===== src/hdl/lpgd_cfg.svh =====
// register map, reset values, select codes and timing counts
`ifndef LPGD_CFG_SVH
`define LPGD_CFG_SVH

`define LPGD_REG_CTRL        8'h00
`define LPGD_REG_GRP_DUTY    8'h04
`define LPGD_REG_BLINK_PER   8'h08
`define LPGD_REG_STATE_SEL   8'h0c
`define LPGD_REG_DUTY0       8'h10
`define LPGD_REG_DUTY7       8'h2c
`define LPGD_REG_RX_DATA     8'h30
`define LPGD_REG_TX_DATA     8'h34
`define LPGD_REG_STATUS      8'h38

`define LPGD_RESP_OKAY       2'b00
`define LPGD_RESP_SLVERR     2'b10

`define LPGD_RST_GRP_MODE    1'b0
`define LPGD_RST_GRP_DUTY    8'hff
`define LPGD_RST_BLINK_PER   8'h00
`define LPGD_RST_STATE_SEL   16'h0000
`define LPGD_RST_IND_DUTY    8'h00
`define LPGD_RST_TX_DATA     8'h00

`define LPGD_SEL_OFF         2'b00
`define LPGD_SEL_ON          2'b01
`define LPGD_SEL_IND         2'b10
`define LPGD_SEL_GROUP       2'b11

`define LPGD_BITS_PER_BYTE   4'h8
`define LPGD_LAST_BIT        4'h7
`define LPGD_CHANNELS        8
`define LPGD_FIFO_DEPTH      8
`define LPGD_BYTE_W          8

`define LPGD_CLK_HZ          20000000
`define LPGD_CLK_NS          50
`define LPGD_IND_STEP_NS     40
`define LPGD_IND_STEP_CYC    \
  ((`LPGD_IND_STEP_NS + `LPGD_CLK_NS - 1) / `LPGD_CLK_NS)
`define LPGD_IND_STEPS       256
`define LPGD_GRP_STEP_NS     20480
`define LPGD_GRP_PULSES      \
  (`LPGD_GRP_STEP_NS / (`LPGD_IND_STEP_NS * `LPGD_IND_STEPS))
`define LPGD_BLINK_MAX_MS    10730
`define LPGD_BLINK_STEP_CYC  \
  ((`LPGD_BLINK_MAX_MS * (`LPGD_CLK_HZ / 1000)) / 65536)

`endif


===== src/hdl/lpgd_pkg.sv =====
// types shared by the led pwm block
package lpgd_pkg;
  typedef logic [7:0]  lpgd_byte_t;
  typedef logic [7:0]  lpgd_addr_t;
  typedef logic [31:0] lpgd_word_t;
  typedef logic [1:0]  lpgd_sel_t;

  typedef enum logic [2:0] {
    st_idle,
    st_rx,
    st_ack,
    st_tx,
    st_txack
  } lpgd_i2c_state_t;

  typedef enum logic {
    grp_dim,
    grp_blink
  } lpgd_group_mode_t;
endpackage


===== src/hdl/lpgd_fifo.sv =====
// byte fifo with registered head word between serial receiver and bus
`timescale 1ns/10ps
`default_nettype none
module lpgd_fifo #(
  parameter int WIDTH = 8,
  parameter int DEPTH = 8
) (
  input  wire logic             aclk,
  input  wire logic             aresetn,
  input  wire logic             in_valid,
  output logic                  in_ready,
  input  wire logic [WIDTH-1:0] in_data,
  output logic                  out_valid,
  input  wire logic             out_ready,
  output logic      [WIDTH-1:0] out_data
);
  localparam int AW = $clog2(DEPTH);
  localparam int CW = $clog2(DEPTH + 1);

  logic [WIDTH-1:0] mem [DEPTH];
  logic [AW-1:0]    wr_ptr;
  logic [AW-1:0]    rd_ptr;
  logic [AW-1:0]    wr_ptr_inc;
  logic [AW-1:0]    rd_ptr_inc;
  logic [CW-1:0]    count;
  logic             push;
  logic             pop;
  logic             head_from_in;

  assign in_ready     = (count != CW'(DEPTH));
  assign out_valid    = (count != '0);
  assign push         = in_valid & in_ready;
  assign pop          = out_valid & out_ready;
  assign wr_ptr_inc   = (wr_ptr == AW'(DEPTH - 1)) ? '0 : wr_ptr + 1'b1;
  assign rd_ptr_inc   = (rd_ptr == AW'(DEPTH - 1)) ? '0 : rd_ptr + 1'b1;
  assign head_from_in = push & ((count == '0) | (pop & (count == CW'(1))));

  always_ff @(posedge aclk) begin
    if (push) begin
      mem[wr_ptr] <= in_data;
    end
  end

  always_ff @(posedge aclk) begin
    if (!aresetn) begin
      wr_ptr <= '0;
      rd_ptr <= '0;
    end else begin
      if (push) begin
        wr_ptr <= wr_ptr_inc;
      end
      if (pop) begin
        rd_ptr <= rd_ptr_inc;
      end
    end
  end

  always_ff @(posedge aclk) begin
    if (!aresetn) begin
      count <= '0;
    end else if (push && !pop) begin
      count <= count + 1'b1;
    end else if (pop && !push) begin
      count <= count - 1'b1;
    end
  end

  // head word register keeps the oldest entry ready
  always_ff @(posedge aclk) begin
    if (!aresetn) begin
      out_data <= '0;
    end else if (head_from_in) begin
      out_data <= in_data;
    end else if (pop) begin
      out_data <= mem[rd_ptr_inc];
    end
  end
endmodule // lpgd_fifo
`default_nettype wire


===== src/hdl/lpgd_led_pwm.sv =====
// led brightness pwm with group dim/blink, serial slave and axi4-lite regs
//
// Local design decisions: the AXI4-Lite slave port and the address map.
`timescale 1ns/10ps
`default_nettype none
`include "lpgd_cfg.svh"
module lpgd_led_pwm (
  input  wire logic                 aclk,
  input  wire logic                 aresetn,
  input  wire lpgd_pkg::lpgd_addr_t awaddr,
  input  wire logic                 awvalid,
  output logic                      awready,
  input  wire lpgd_pkg::lpgd_word_t wdata,
  input  wire logic [3:0]           wstrb,
  input  wire logic                 wvalid,
  output logic                      wready,
  output logic [1:0]                bresp,
  output logic                      bvalid,
  input  wire logic                 bready,
  input  wire lpgd_pkg::lpgd_addr_t araddr,
  input  wire logic                 arvalid,
  output logic                      arready,
  output var lpgd_pkg::lpgd_word_t  rdata,
  output logic [1:0]                rresp,
  output logic                      rvalid,
  input  wire logic                 rready,
  input  wire logic                 scl_in,
  input  wire logic                 sda_in,
  output logic                      sda_out,
  output logic                      sda_oe,
  output logic [7:0]                led_output_channel
);
  import lpgd_pkg::*;

  function automatic logic is_duty(input lpgd_addr_t a);
    return (a >= `LPGD_REG_DUTY0) && (a <= `LPGD_REG_DUTY7)
           && (a[1:0] == 2'h0);
  endfunction

  function automatic logic [2:0] duty_idx(input lpgd_addr_t a);
    lpgd_addr_t off;
    off = a - `LPGD_REG_DUTY0;
    return off[4:2];
  endfunction

  function automatic logic is_mapped(input lpgd_addr_t a);
    return is_duty(a) || a == `LPGD_REG_CTRL || a == `LPGD_REG_GRP_DUTY
           || a == `LPGD_REG_BLINK_PER || a == `LPGD_REG_STATE_SEL
           || a == `LPGD_REG_RX_DATA || a == `LPGD_REG_TX_DATA
           || a == `LPGD_REG_STATUS;
  endfunction

  function automatic logic chan_level(input lpgd_sel_t sel,
                                      input logic ind, input logic grp);
    case (sel)
      `LPGD_SEL_OFF:   return 1'b0;
      `LPGD_SEL_ON:    return 1'b1;
      `LPGD_SEL_IND:   return ind;
      default:         return ind & grp;
    endcase
  endfunction

  // settings
  lpgd_group_mode_t group_mode;
  lpgd_byte_t       group_duty_value;
  lpgd_byte_t       blink_period;
  logic [15:0]      output_state_select;
  lpgd_byte_t       individual_duty_value [`LPGD_CHANNELS];
  lpgd_byte_t       tx_byte;

  // bus slave state
  logic             aw_held;
  logic             w_held;
  lpgd_addr_t       aw_addr_q;
  lpgd_word_t       w_data_q;
  logic [3:0]       w_strb_q;
  logic             do_write;
  logic             ar_hs;
  lpgd_word_t       rd_word;

  // serial side
  logic [1:0]       scl_sync;
  logic [1:0]       sda_sync;
  logic             scl_prev;
  logic             sda_prev;
  logic             scl_rise;
  logic             scl_fall;
  logic             start_cond;
  logic             stop_cond;
  lpgd_i2c_state_t  i2c_state;
  logic [3:0]       bit_cnt;
  lpgd_byte_t       shift;
  logic             first_byte;
  logic             read_dir;
  logic             sda_drive;
  logic             bus_busy;
  logic             last_nack;
  logic             ack_byte;
  logic             push_valid;

  // fifo
  logic             fifo_in_ready;
  logic             fifo_out_valid;
  logic             fifo_out_ready;
  lpgd_byte_t       fifo_out_data;

  // pwm timing
  logic [3:0]       ind_pre;
  lpgd_byte_t       ind_cnt;
  logic [1:0]       grp_pulse;
  lpgd_byte_t       dim_phase;
  logic [11:0]      blink_pre;
  lpgd_byte_t       blink_rep;
  lpgd_byte_t       blink_phase;
  logic             ind_tick;
  logic             ind_wrap;
  logic             grp_tick;
  logic             blink_sub;
  logic             blink_adv;
  logic             group_gate;
  logic [7:0]       next_led;

  // axi4-lite write channel
  assign awready  = !aw_held && !bvalid;
  assign wready   = !w_held && !bvalid;
  assign do_write = aw_held && w_held && !bvalid;

  always_ff @(posedge aclk) begin
    if (!aresetn) begin
      aw_held   <= 1'b0;
      w_held    <= 1'b0;
      aw_addr_q <= '0;
      w_data_q  <= '0;
      w_strb_q  <= '0;
      bvalid    <= 1'b0;
      bresp     <= `LPGD_RESP_OKAY;
    end else begin
      if (awvalid && awready) begin
        aw_held   <= 1'b1;
        aw_addr_q <= awaddr;
      end
      if (wvalid && wready) begin
        w_held   <= 1'b1;
        w_data_q <= wdata;
        w_strb_q <= wstrb;
      end
      if (do_write) begin
        aw_held <= 1'b0;
        w_held  <= 1'b0;
        bvalid  <= 1'b1;
        bresp   <= is_mapped(aw_addr_q) ? `LPGD_RESP_OKAY
                                        : `LPGD_RESP_SLVERR;
      end else if (bvalid && bready) begin
        bvalid <= 1'b0;
      end
    end
  end

  always_ff @(posedge aclk) begin
    if (!aresetn) begin
      group_mode          <= lpgd_group_mode_t'(`LPGD_RST_GRP_MODE);
      group_duty_value    <= `LPGD_RST_GRP_DUTY;
      blink_period        <= `LPGD_RST_BLINK_PER;
      output_state_select <= `LPGD_RST_STATE_SEL;
      tx_byte             <= `LPGD_RST_TX_DATA;
      for (int i = 0; i < `LPGD_CHANNELS; i++) begin
        individual_duty_value[i] <= `LPGD_RST_IND_DUTY;
      end
    end else if (do_write && w_strb_q[0]) begin
      if (aw_addr_q == `LPGD_REG_CTRL) begin
        group_mode <= lpgd_group_mode_t'(w_data_q[0]);
      end
      if (aw_addr_q == `LPGD_REG_GRP_DUTY) begin
        group_duty_value <= w_data_q[7:0];
      end
      if (aw_addr_q == `LPGD_REG_BLINK_PER) begin
        blink_period <= w_data_q[7:0];
      end
      if (aw_addr_q == `LPGD_REG_TX_DATA) begin
        tx_byte <= w_data_q[7:0];
      end
      if (aw_addr_q == `LPGD_REG_STATE_SEL) begin
        output_state_select[7:0] <= w_data_q[7:0];
      end
      if (is_duty(aw_addr_q)) begin
        individual_duty_value[duty_idx(aw_addr_q)] <= w_data_q[7:0];
      end
    end
    if (aresetn && do_write && w_strb_q[1]
        && aw_addr_q == `LPGD_REG_STATE_SEL) begin
      output_state_select[15:8] <= w_data_q[15:8];
    end
  end

  // axi4-lite read channel; reading rx data pops the fifo
  assign arready        = !rvalid;
  assign ar_hs          = arvalid && arready;
  assign fifo_out_ready = ar_hs && (araddr == `LPGD_REG_RX_DATA);
  assign rd_word =
    (araddr == `LPGD_REG_CTRL)      ? {31'h0, group_mode} :
    (araddr == `LPGD_REG_GRP_DUTY)  ? {24'h0, group_duty_value} :
    (araddr == `LPGD_REG_BLINK_PER) ? {24'h0, blink_period} :
    (araddr == `LPGD_REG_STATE_SEL) ? {16'h0, output_state_select} :
    (araddr == `LPGD_REG_TX_DATA)   ? {24'h0, tx_byte} :
    (araddr == `LPGD_REG_RX_DATA)   ? {23'h0, fifo_out_valid,
                                       fifo_out_data} :
    (araddr == `LPGD_REG_STATUS)    ? {28'h0, last_nack, !fifo_in_ready,
                                       !fifo_out_valid, bus_busy} :
    is_duty(araddr) ? {24'h0, individual_duty_value[duty_idx(araddr)]} :
    32'h0;

  always_ff @(posedge aclk) begin
    if (!aresetn) begin
      rvalid <= 1'b0;
      rdata  <= '0;
      rresp  <= `LPGD_RESP_OKAY;
    end else if (ar_hs) begin
      rvalid <= 1'b1;
      rdata  <= rd_word;
      rresp  <= is_mapped(araddr) ? `LPGD_RESP_OKAY : `LPGD_RESP_SLVERR;
    end else if (rvalid && rready) begin
      rvalid <= 1'b0;
    end
  end

  // serial line synchronisers and condition detect
  always_ff @(posedge aclk) begin
    if (!aresetn) begin
      scl_sync <= 2'h3;
      sda_sync <= 2'h3;
      scl_prev <= 1'b1;
      sda_prev <= 1'b1;
    end else begin
      scl_sync <= {scl_sync[0], scl_in};
      sda_sync <= {sda_sync[0], sda_in};
      scl_prev <= scl_sync[1];
      sda_prev <= sda_sync[1];
    end
  end

  assign scl_rise   = scl_sync[1] && !scl_prev;
  assign scl_fall   = !scl_sync[1] && scl_prev;
  assign start_cond = scl_sync[1] && scl_prev && sda_prev
                      && !sda_sync[1];
  assign stop_cond  = scl_sync[1] && scl_prev && !sda_prev
                      && sda_sync[1];
  assign ack_byte   = first_byte || fifo_in_ready;
  assign push_valid = (i2c_state == st_rx) && scl_fall && !first_byte
                      && (bit_cnt == `LPGD_BITS_PER_BYTE);
  assign sda_out    = 1'b0;
  assign sda_oe     = sda_drive;

  always_ff @(posedge aclk) begin
    if (!aresetn) begin
      i2c_state  <= st_idle;
      bit_cnt    <= '0;
      shift      <= '0;
      first_byte <= 1'b0;
      read_dir   <= 1'b0;
      sda_drive  <= 1'b0;
      bus_busy   <= 1'b0;
      last_nack  <= 1'b0;
    end else if (start_cond) begin
      i2c_state  <= st_rx;
      bit_cnt    <= '0;
      first_byte <= 1'b1;
      sda_drive  <= 1'b0;
      bus_busy   <= 1'b1;
    end else if (stop_cond) begin
      i2c_state <= st_idle;
      sda_drive <= 1'b0;
      bus_busy  <= 1'b0;
    end else begin
      case (i2c_state)
        st_rx: begin
          if (scl_rise && bit_cnt != `LPGD_BITS_PER_BYTE) begin
            shift   <= {shift[6:0], sda_sync[1]};
            bit_cnt <= bit_cnt + 1'b1;
          end else if (scl_fall && bit_cnt == `LPGD_BITS_PER_BYTE) begin
            if (ack_byte) begin
              sda_drive <= 1'b1;
              i2c_state <= st_ack;
              if (first_byte) begin
                read_dir <= shift[0];
              end
            end else begin
              i2c_state <= st_idle;
            end
          end
        end
        st_ack: begin
          if (scl_fall) begin
            first_byte <= 1'b0;
            bit_cnt    <= '0;
            if (read_dir) begin
              i2c_state <= st_tx;
              shift     <= tx_byte;
              sda_drive <= !tx_byte[7];
            end else begin
              i2c_state <= st_rx;
              sda_drive <= 1'b0;
            end
          end
        end
        st_tx: begin
          if (scl_fall) begin
            if (bit_cnt == `LPGD_LAST_BIT) begin
              sda_drive <= 1'b0;
              i2c_state <= st_txack;
            end else begin
              sda_drive <= !shift[6];
              shift     <= {shift[6:0], 1'b0};
              bit_cnt   <= bit_cnt + 1'b1;
            end
          end
        end
        st_txack: begin
          if (scl_rise) begin
            last_nack <= sda_sync[1];
            if (sda_sync[1]) begin
              i2c_state <= st_idle;
            end
          end else if (scl_fall) begin
            i2c_state <= st_tx;
            bit_cnt   <= '0;
            shift     <= tx_byte;
            sda_drive <= !tx_byte[7];
          end
        end
        default: begin
          i2c_state <= st_idle;
        end
      endcase
    end
  end

  lpgd_fifo #(
    .WIDTH (`LPGD_BYTE_W),
    .DEPTH (`LPGD_FIFO_DEPTH)
  ) u_fifo (
    .aclk      (aclk),
    .aresetn   (aresetn),
    .in_valid  (push_valid),
    .in_ready  (fifo_in_ready),
    .in_data   (shift),
    .out_valid (fifo_out_valid),
    .out_ready (fifo_out_ready),
    .out_data  (fifo_out_data)
  );

  // pwm time base
  assign ind_tick   = (ind_pre == 4'(`LPGD_IND_STEP_CYC - 1));
  assign ind_wrap   = ind_tick && (ind_cnt == 8'hff);
  assign grp_tick   = ind_wrap
                      && (grp_pulse == 2'(`LPGD_GRP_PULSES - 1));
  assign blink_sub  = (blink_pre == 12'(`LPGD_BLINK_STEP_CYC - 1));
  assign blink_adv  = blink_sub && (blink_rep == blink_period);
  assign group_gate = (group_mode == grp_blink)
                      ? (blink_phase < group_duty_value)
                      : (dim_phase < group_duty_value);

  always_ff @(posedge aclk) begin
    if (!aresetn) begin
      ind_pre     <= '0;
      ind_cnt     <= '0;
      grp_pulse   <= '0;
      dim_phase   <= '0;
      blink_pre   <= '0;
      blink_rep   <= '0;
      blink_phase <= '0;
    end else begin
      ind_pre <= ind_tick ? 4'h0 : ind_pre + 1'b1;
      if (ind_tick) begin
        ind_cnt <= ind_cnt + 1'b1;
      end
      if (ind_wrap) begin
        grp_pulse <= grp_tick ? 2'h0 : grp_pulse + 1'b1;
      end
      if (grp_tick) begin
        dim_phase <= dim_phase + 1'b1;
      end
      blink_pre <= blink_sub ? 12'h0 : blink_pre + 1'b1;
      if (blink_sub) begin
        blink_rep <= blink_adv ? 8'h0 : blink_rep + 1'b1;
      end
      if (blink_adv) begin
        blink_phase <= blink_phase + 1'b1;
      end
    end
  end

  // per-channel output selection
  for (genvar n = 0; n < `LPGD_CHANNELS; n++) begin : g_chan
    assign next_led[n] = chan_level(output_state_select[2*n +: 2],
                                    ind_cnt < individual_duty_value[n],
                                    group_gate);
  end

  always_ff @(posedge aclk) begin
    if (!aresetn) begin
      led_output_channel <= '0;
    end else begin
      led_output_channel <= next_led;
    end
  end
endmodule // lpgd_led_pwm
`default_nettype wire


===== config.mk =====
export PLATFORM = sky130hd
export DESIGN_NAME = lpgd_led_pwm
export DESIGN_NICKNAME = d
export VERILOG_FILES = /design/src/hdl/lpgd_pkg.sv /design/src/hdl/lpgd_fifo.sv /design/src/hdl/lpgd_led_pwm.sv
export VERILOG_INCLUDE_DIRS = /design/src /design/src/hdl
export SDC_FILE = /design/constraint.sdc
export NUM_CORES = 1
export LEC_CHECK = 0
export ABC_AREA = 1
export BUFFER_PORTS_ARGS = -buffer_cell sky130_fd_sc_hd__buf_2
export CELL_PAD_IN_SITES_DETAIL_PLACEMENT = 1
export CELL_PAD_IN_SITES_GLOBAL_PLACEMENT = 1
export CORE_MARGIN = 2
export CORE_UTILIZATION = 49
export CTS_CLUSTER_DIAMETER = 120
export DETAILED_ROUTE_END_ITERATION = 10
export PLACE_DENSITY_LB_ADDON = 0.1
export SLEW_MARGIN = 30
export SYNTH_ARGS = -nofsm -noshare
export SYNTH_HDL_FRONTEND = slang
export SYNTH_SLANG_ARGS = --single-unit

===== constraint.sdc =====
create_clock -name aclk -period 4.1 [get_ports aclk]
set_input_delay 0.82 -clock aclk [delete_from_list [all_inputs] [get_ports aclk]]
set_output_delay 0.82 -clock aclk [all_outputs]
set_load 0.02 [all_outputs]

==> impl_metrics.py <==
metrics = {
    "cts": {
        "clock_path_buffers": 3,
        "cts.clk_slew.worst_paths_ns": 0.06,
        "tritoncts.num_buffers": 37,
        "clock-sinks": 319,
        "h-tree-depth": 2,
        "post_cts_resized": 0,
        "post-cts-setup-buffer-count": 0,
        "root_buffer": "clkbuf_16",
        "hold_buffers": 0,
        "cts_tree": "done",
        "clkLatencyLatePin_ns": 0.52,
    },
    "synth": {
        "ys.flop_type": "dfxtp_1",
        "yosysWarnings": 0,
        "syn_inst": 2012,
        "async_reset_ff_share_pct": 0,
        "ys_types": 53,
        "synth-seq-cells": 319,
        "seq_area_frac_synth_pct": 47.5,
        "syn_area_per_cell_um2": 8.11,
        "synth_edf_count": 136,
        "synthTopCellsByCount": "nand2_1, inv_1, nor2_1, dfxtp_1, a21oi_1",
        "synthesis.area_mm2": 0.0163,
        "yosys.cell_count.top_type": "nand2_1",
        "synth_top_area_share_pct": 25.0,
        "yosysTopAreaCell": "edfxtp_1",
        "yosys-top-cells-area": "edfxtp_1, dfxtp_1, nand2_1",
    },
    "final_layout": {
        "fill_cells": 4028,
        "drive_above_1_share_pct": 10.3,
        "regArea_mm2": 0.00775,
        "multiInputGateArea_mm2": 0.00727,
        "area_delta_synth_final_pct": 12.0,
        "diodes": 0,
        "final_area_mm2": 0.0183,
        "final_nets": 2233,
    },
    "drt": {
        "avgRoutedWirePerCell_um": 18.5,
        "wl_mm": 47.0,
        "dr.first_iter.drc_count": 704,
        "ant_nets": 0,
        "viasPerCell": 5.44,
        "drcViolationCount": 0,
        "vias": 13900,
        "dr.pass1.iters": 5,
    },
    "min_path": {
        "hold_class": "flop to flop",
    },
    "critical_path": {
        "cp-end-kind": "flop",
        "worstPathMaxFanout": 7,
        "crit_arrival_ns": 3.11,
        "crit_end": "u_fifo.count[3]",
        "reg2reg_depth": 10,
        "rr_endpoint": "u_fifo.count[3]",
        "startpoint_type": "flop",
        "critical_path.startpoint": "u_fifo.count[0]",
        "rrSetupSlack_ns": 1.39,
        "crit_type": "flop to flop",
        "critPathRequiredTime_ns": 4.50,
        "r2r_start": "u_fifo.count[0]",
    },
    "sta": {
        "fin_skew_ns": 0.0132,
        "slew_viol_final": 0,
        "worstMarginPinSlew_ns": 0.907,
        "setup_violations": 0,
        "finalHoldViolations": 0,
        "fin_tns_setup_ns": 0,
        "layout_min_cycle_time_ns": 2.71,
        "fmax_mhz": 369,
        "fin_crit_sh_pct": 66.1,
        "holdWs_ns": 0.424,
        "slew_headroom_pct": 39.3,
        "rsz0062_at_grt": "false",
    },
    "power_and_ir_drop": {
        "p_total_uw": 8150,
        "power.density_mw_per_mm2": 446,
        "leakage_uw": 0.00796,
        "vdd_ir_drop_max_mv": 0.353,
    },
    "die": {
        "rows": 66,
        "io_pins": 112,
        "die_x_um": 187,
        "initial_core_util_pct": 49.9,
        "die_h_um": 187,
        "dieArea_mm2": 0.0348,
        "fp.coreArea_mm2": 0.0327,
    },
    "place": {
        "placed_cell_area_mm2": 0.0170,
        "portBuffers": 74,
        "gp_congestion": 0.863,
        "hpwl_mm": 33.7,
    },
    "grt": {
        "grt_max_degree": 94,
        "overflow": 0,
        "grt_pass1_vias": 14600,
        "grt_usage_pct": 27.0,
        "grt_pass1_wl_mm": 75.8,
        "antenna_found_initial": 1,
    },
    "flow_run": {
        "cap_violations": 0,
    },
    "outcome": {
        "outcome": "finished clean",
    },
}
[report_power, final]
part           leakage, uW  total [uW]  internal [uW]  switching (uW)
combinational      0.00453        1050            288             766
sequential         0.00282        3740           3540             202
clock             0.000615        3360           2070            1290
total              0.00796        8150           5890            2260
[layout by cell type (no fill, tap or decap), drive strengths merged]
cell type	Yosys	layout
nor4	8	8
o21a	5	5
and2	7	7
a21oi	141	141
and3	2	2
o211ai	8	8
o211a	9	9
a41oi	1	1
a31oi	3	3
nand2	471	471
nor3	30	30
ha	92	92
edfxtp	136	136
bufinv	0	3
a211oi	19	19
xor2	7	7
clkinv	5	10
a22o	1	1
o2111ai	1	1
inv	250	252
or2	8	8
a311oi	1	1
xnor2	14	14
o21bai	1	1
conb	1	19
clkinvlp	0	1
o21ai	96	96
nor2	244	244
nand3	140	140
buf	40	89
nor3b	8	8
o22ai	7	7
o31ai	1	1
dfxtp	183	183
nand4	34	34
clkbuf	38	54
[flip-flops by register name, summed over array words and instances, names as in the netlist, 8 cells and up]
| signal | flops |
|---|---|
| blink_rep | 8 |
| group_duty_value | 8 |
| w_data_q | 16 |
| shift | 8 |
| individual_duty_value | 64 |
| ind_cnt | 8 |
| tx_byte | 8 |
| rdata | 16 |
| blink_phase | 8 |
| u_fifo.mem | 64 |
| led_output_channel | 8 |
| output_state_select | 16 |
| dim_phase | 8 |
| blink_period | 8 |
| aw_addr_q | 8 |
| blink_pre | 12 |
| u_fifo.out_data | 8 |
[final cells by class]
type	instances	share of cell area [%]
clock buffer	54	6.09
clock inverter	11	0.739
inverter	255	5.26
multi-input combinational	1378	39.8
sequential	319	42.4
tap	442	3.03
timing repair buffer	89	2.71
[how the worst min path moves through the flow]
stage                 from           to  cells past startpoint
2_1_floorplan  scl_sync[0]  scl_sync[1]                      1
3_3_place_gp   scl_sync[0]  scl_sync[1]                      1
3_5_place_dp   scl_sync[0]  scl_sync[1]                      1
4_1_cts        sda_sync[0]  sda_sync[1]                      1
5_1_grt        sda_sync[0]  sda_sync[1]                      1
6_report       sda_sync[0]  sda_sync[1]                      1
[metrics by stage]
stage | setup WS [ns] | instances | utilization [%]
after floorplan | 1.68 | 2030 | -
after global placement | 1.17 | 2483 | 52.1
after detailed placement | 1.16 | 2483 | 52.1
after CTS | 1.45 | 2548 | 55.9
after global routing | 1.17 | 2548 | 55.9
final | 1.39 | 2548 | 55.9
[worst max-delay path, cell delays in order (launching register included)]
cell     delay [ns]
dfxtp_1        0.34
inv_1          0.14
ha_1           0.21
inv_1          0.06
nor3_1         0.59
nor4_4         0.18
ha_1           0.41
nor4_1         0.32
a41oi_1        0.10
o21ai_0        0.19
a21oi_1        0.06
[kinds of logic (layout without fill, tap and decap cells)]
logic type / Yosys count / count (layout) / share of synthesized area (%)
buffers and inverters: 333 / 409 / 8.43
adder cells (fa/ha/maj): 92 / 92 / 7.05
AO/OA/AOI/OAI: 294 / 294 / 10.1
XOR/XNOR: 21 / 21 / 1.13
AND/OR/NAND/NOR: 952 / 952 / 25.8
flip-flops: 319 / 319 / 47.5
other: 1 / 19 / 0.0230
[routing by layer]
metal	GRT usage [%]	share of wire (%)	up-vias
met5	0	0	-
met4	9.46	3.5	0
met3	3.27	3.7	97
met2	48.1	49	284
met1	33.8	43	6743
li1	-	-	6734
Note: power is estimated with default switching activity, not from simulation.
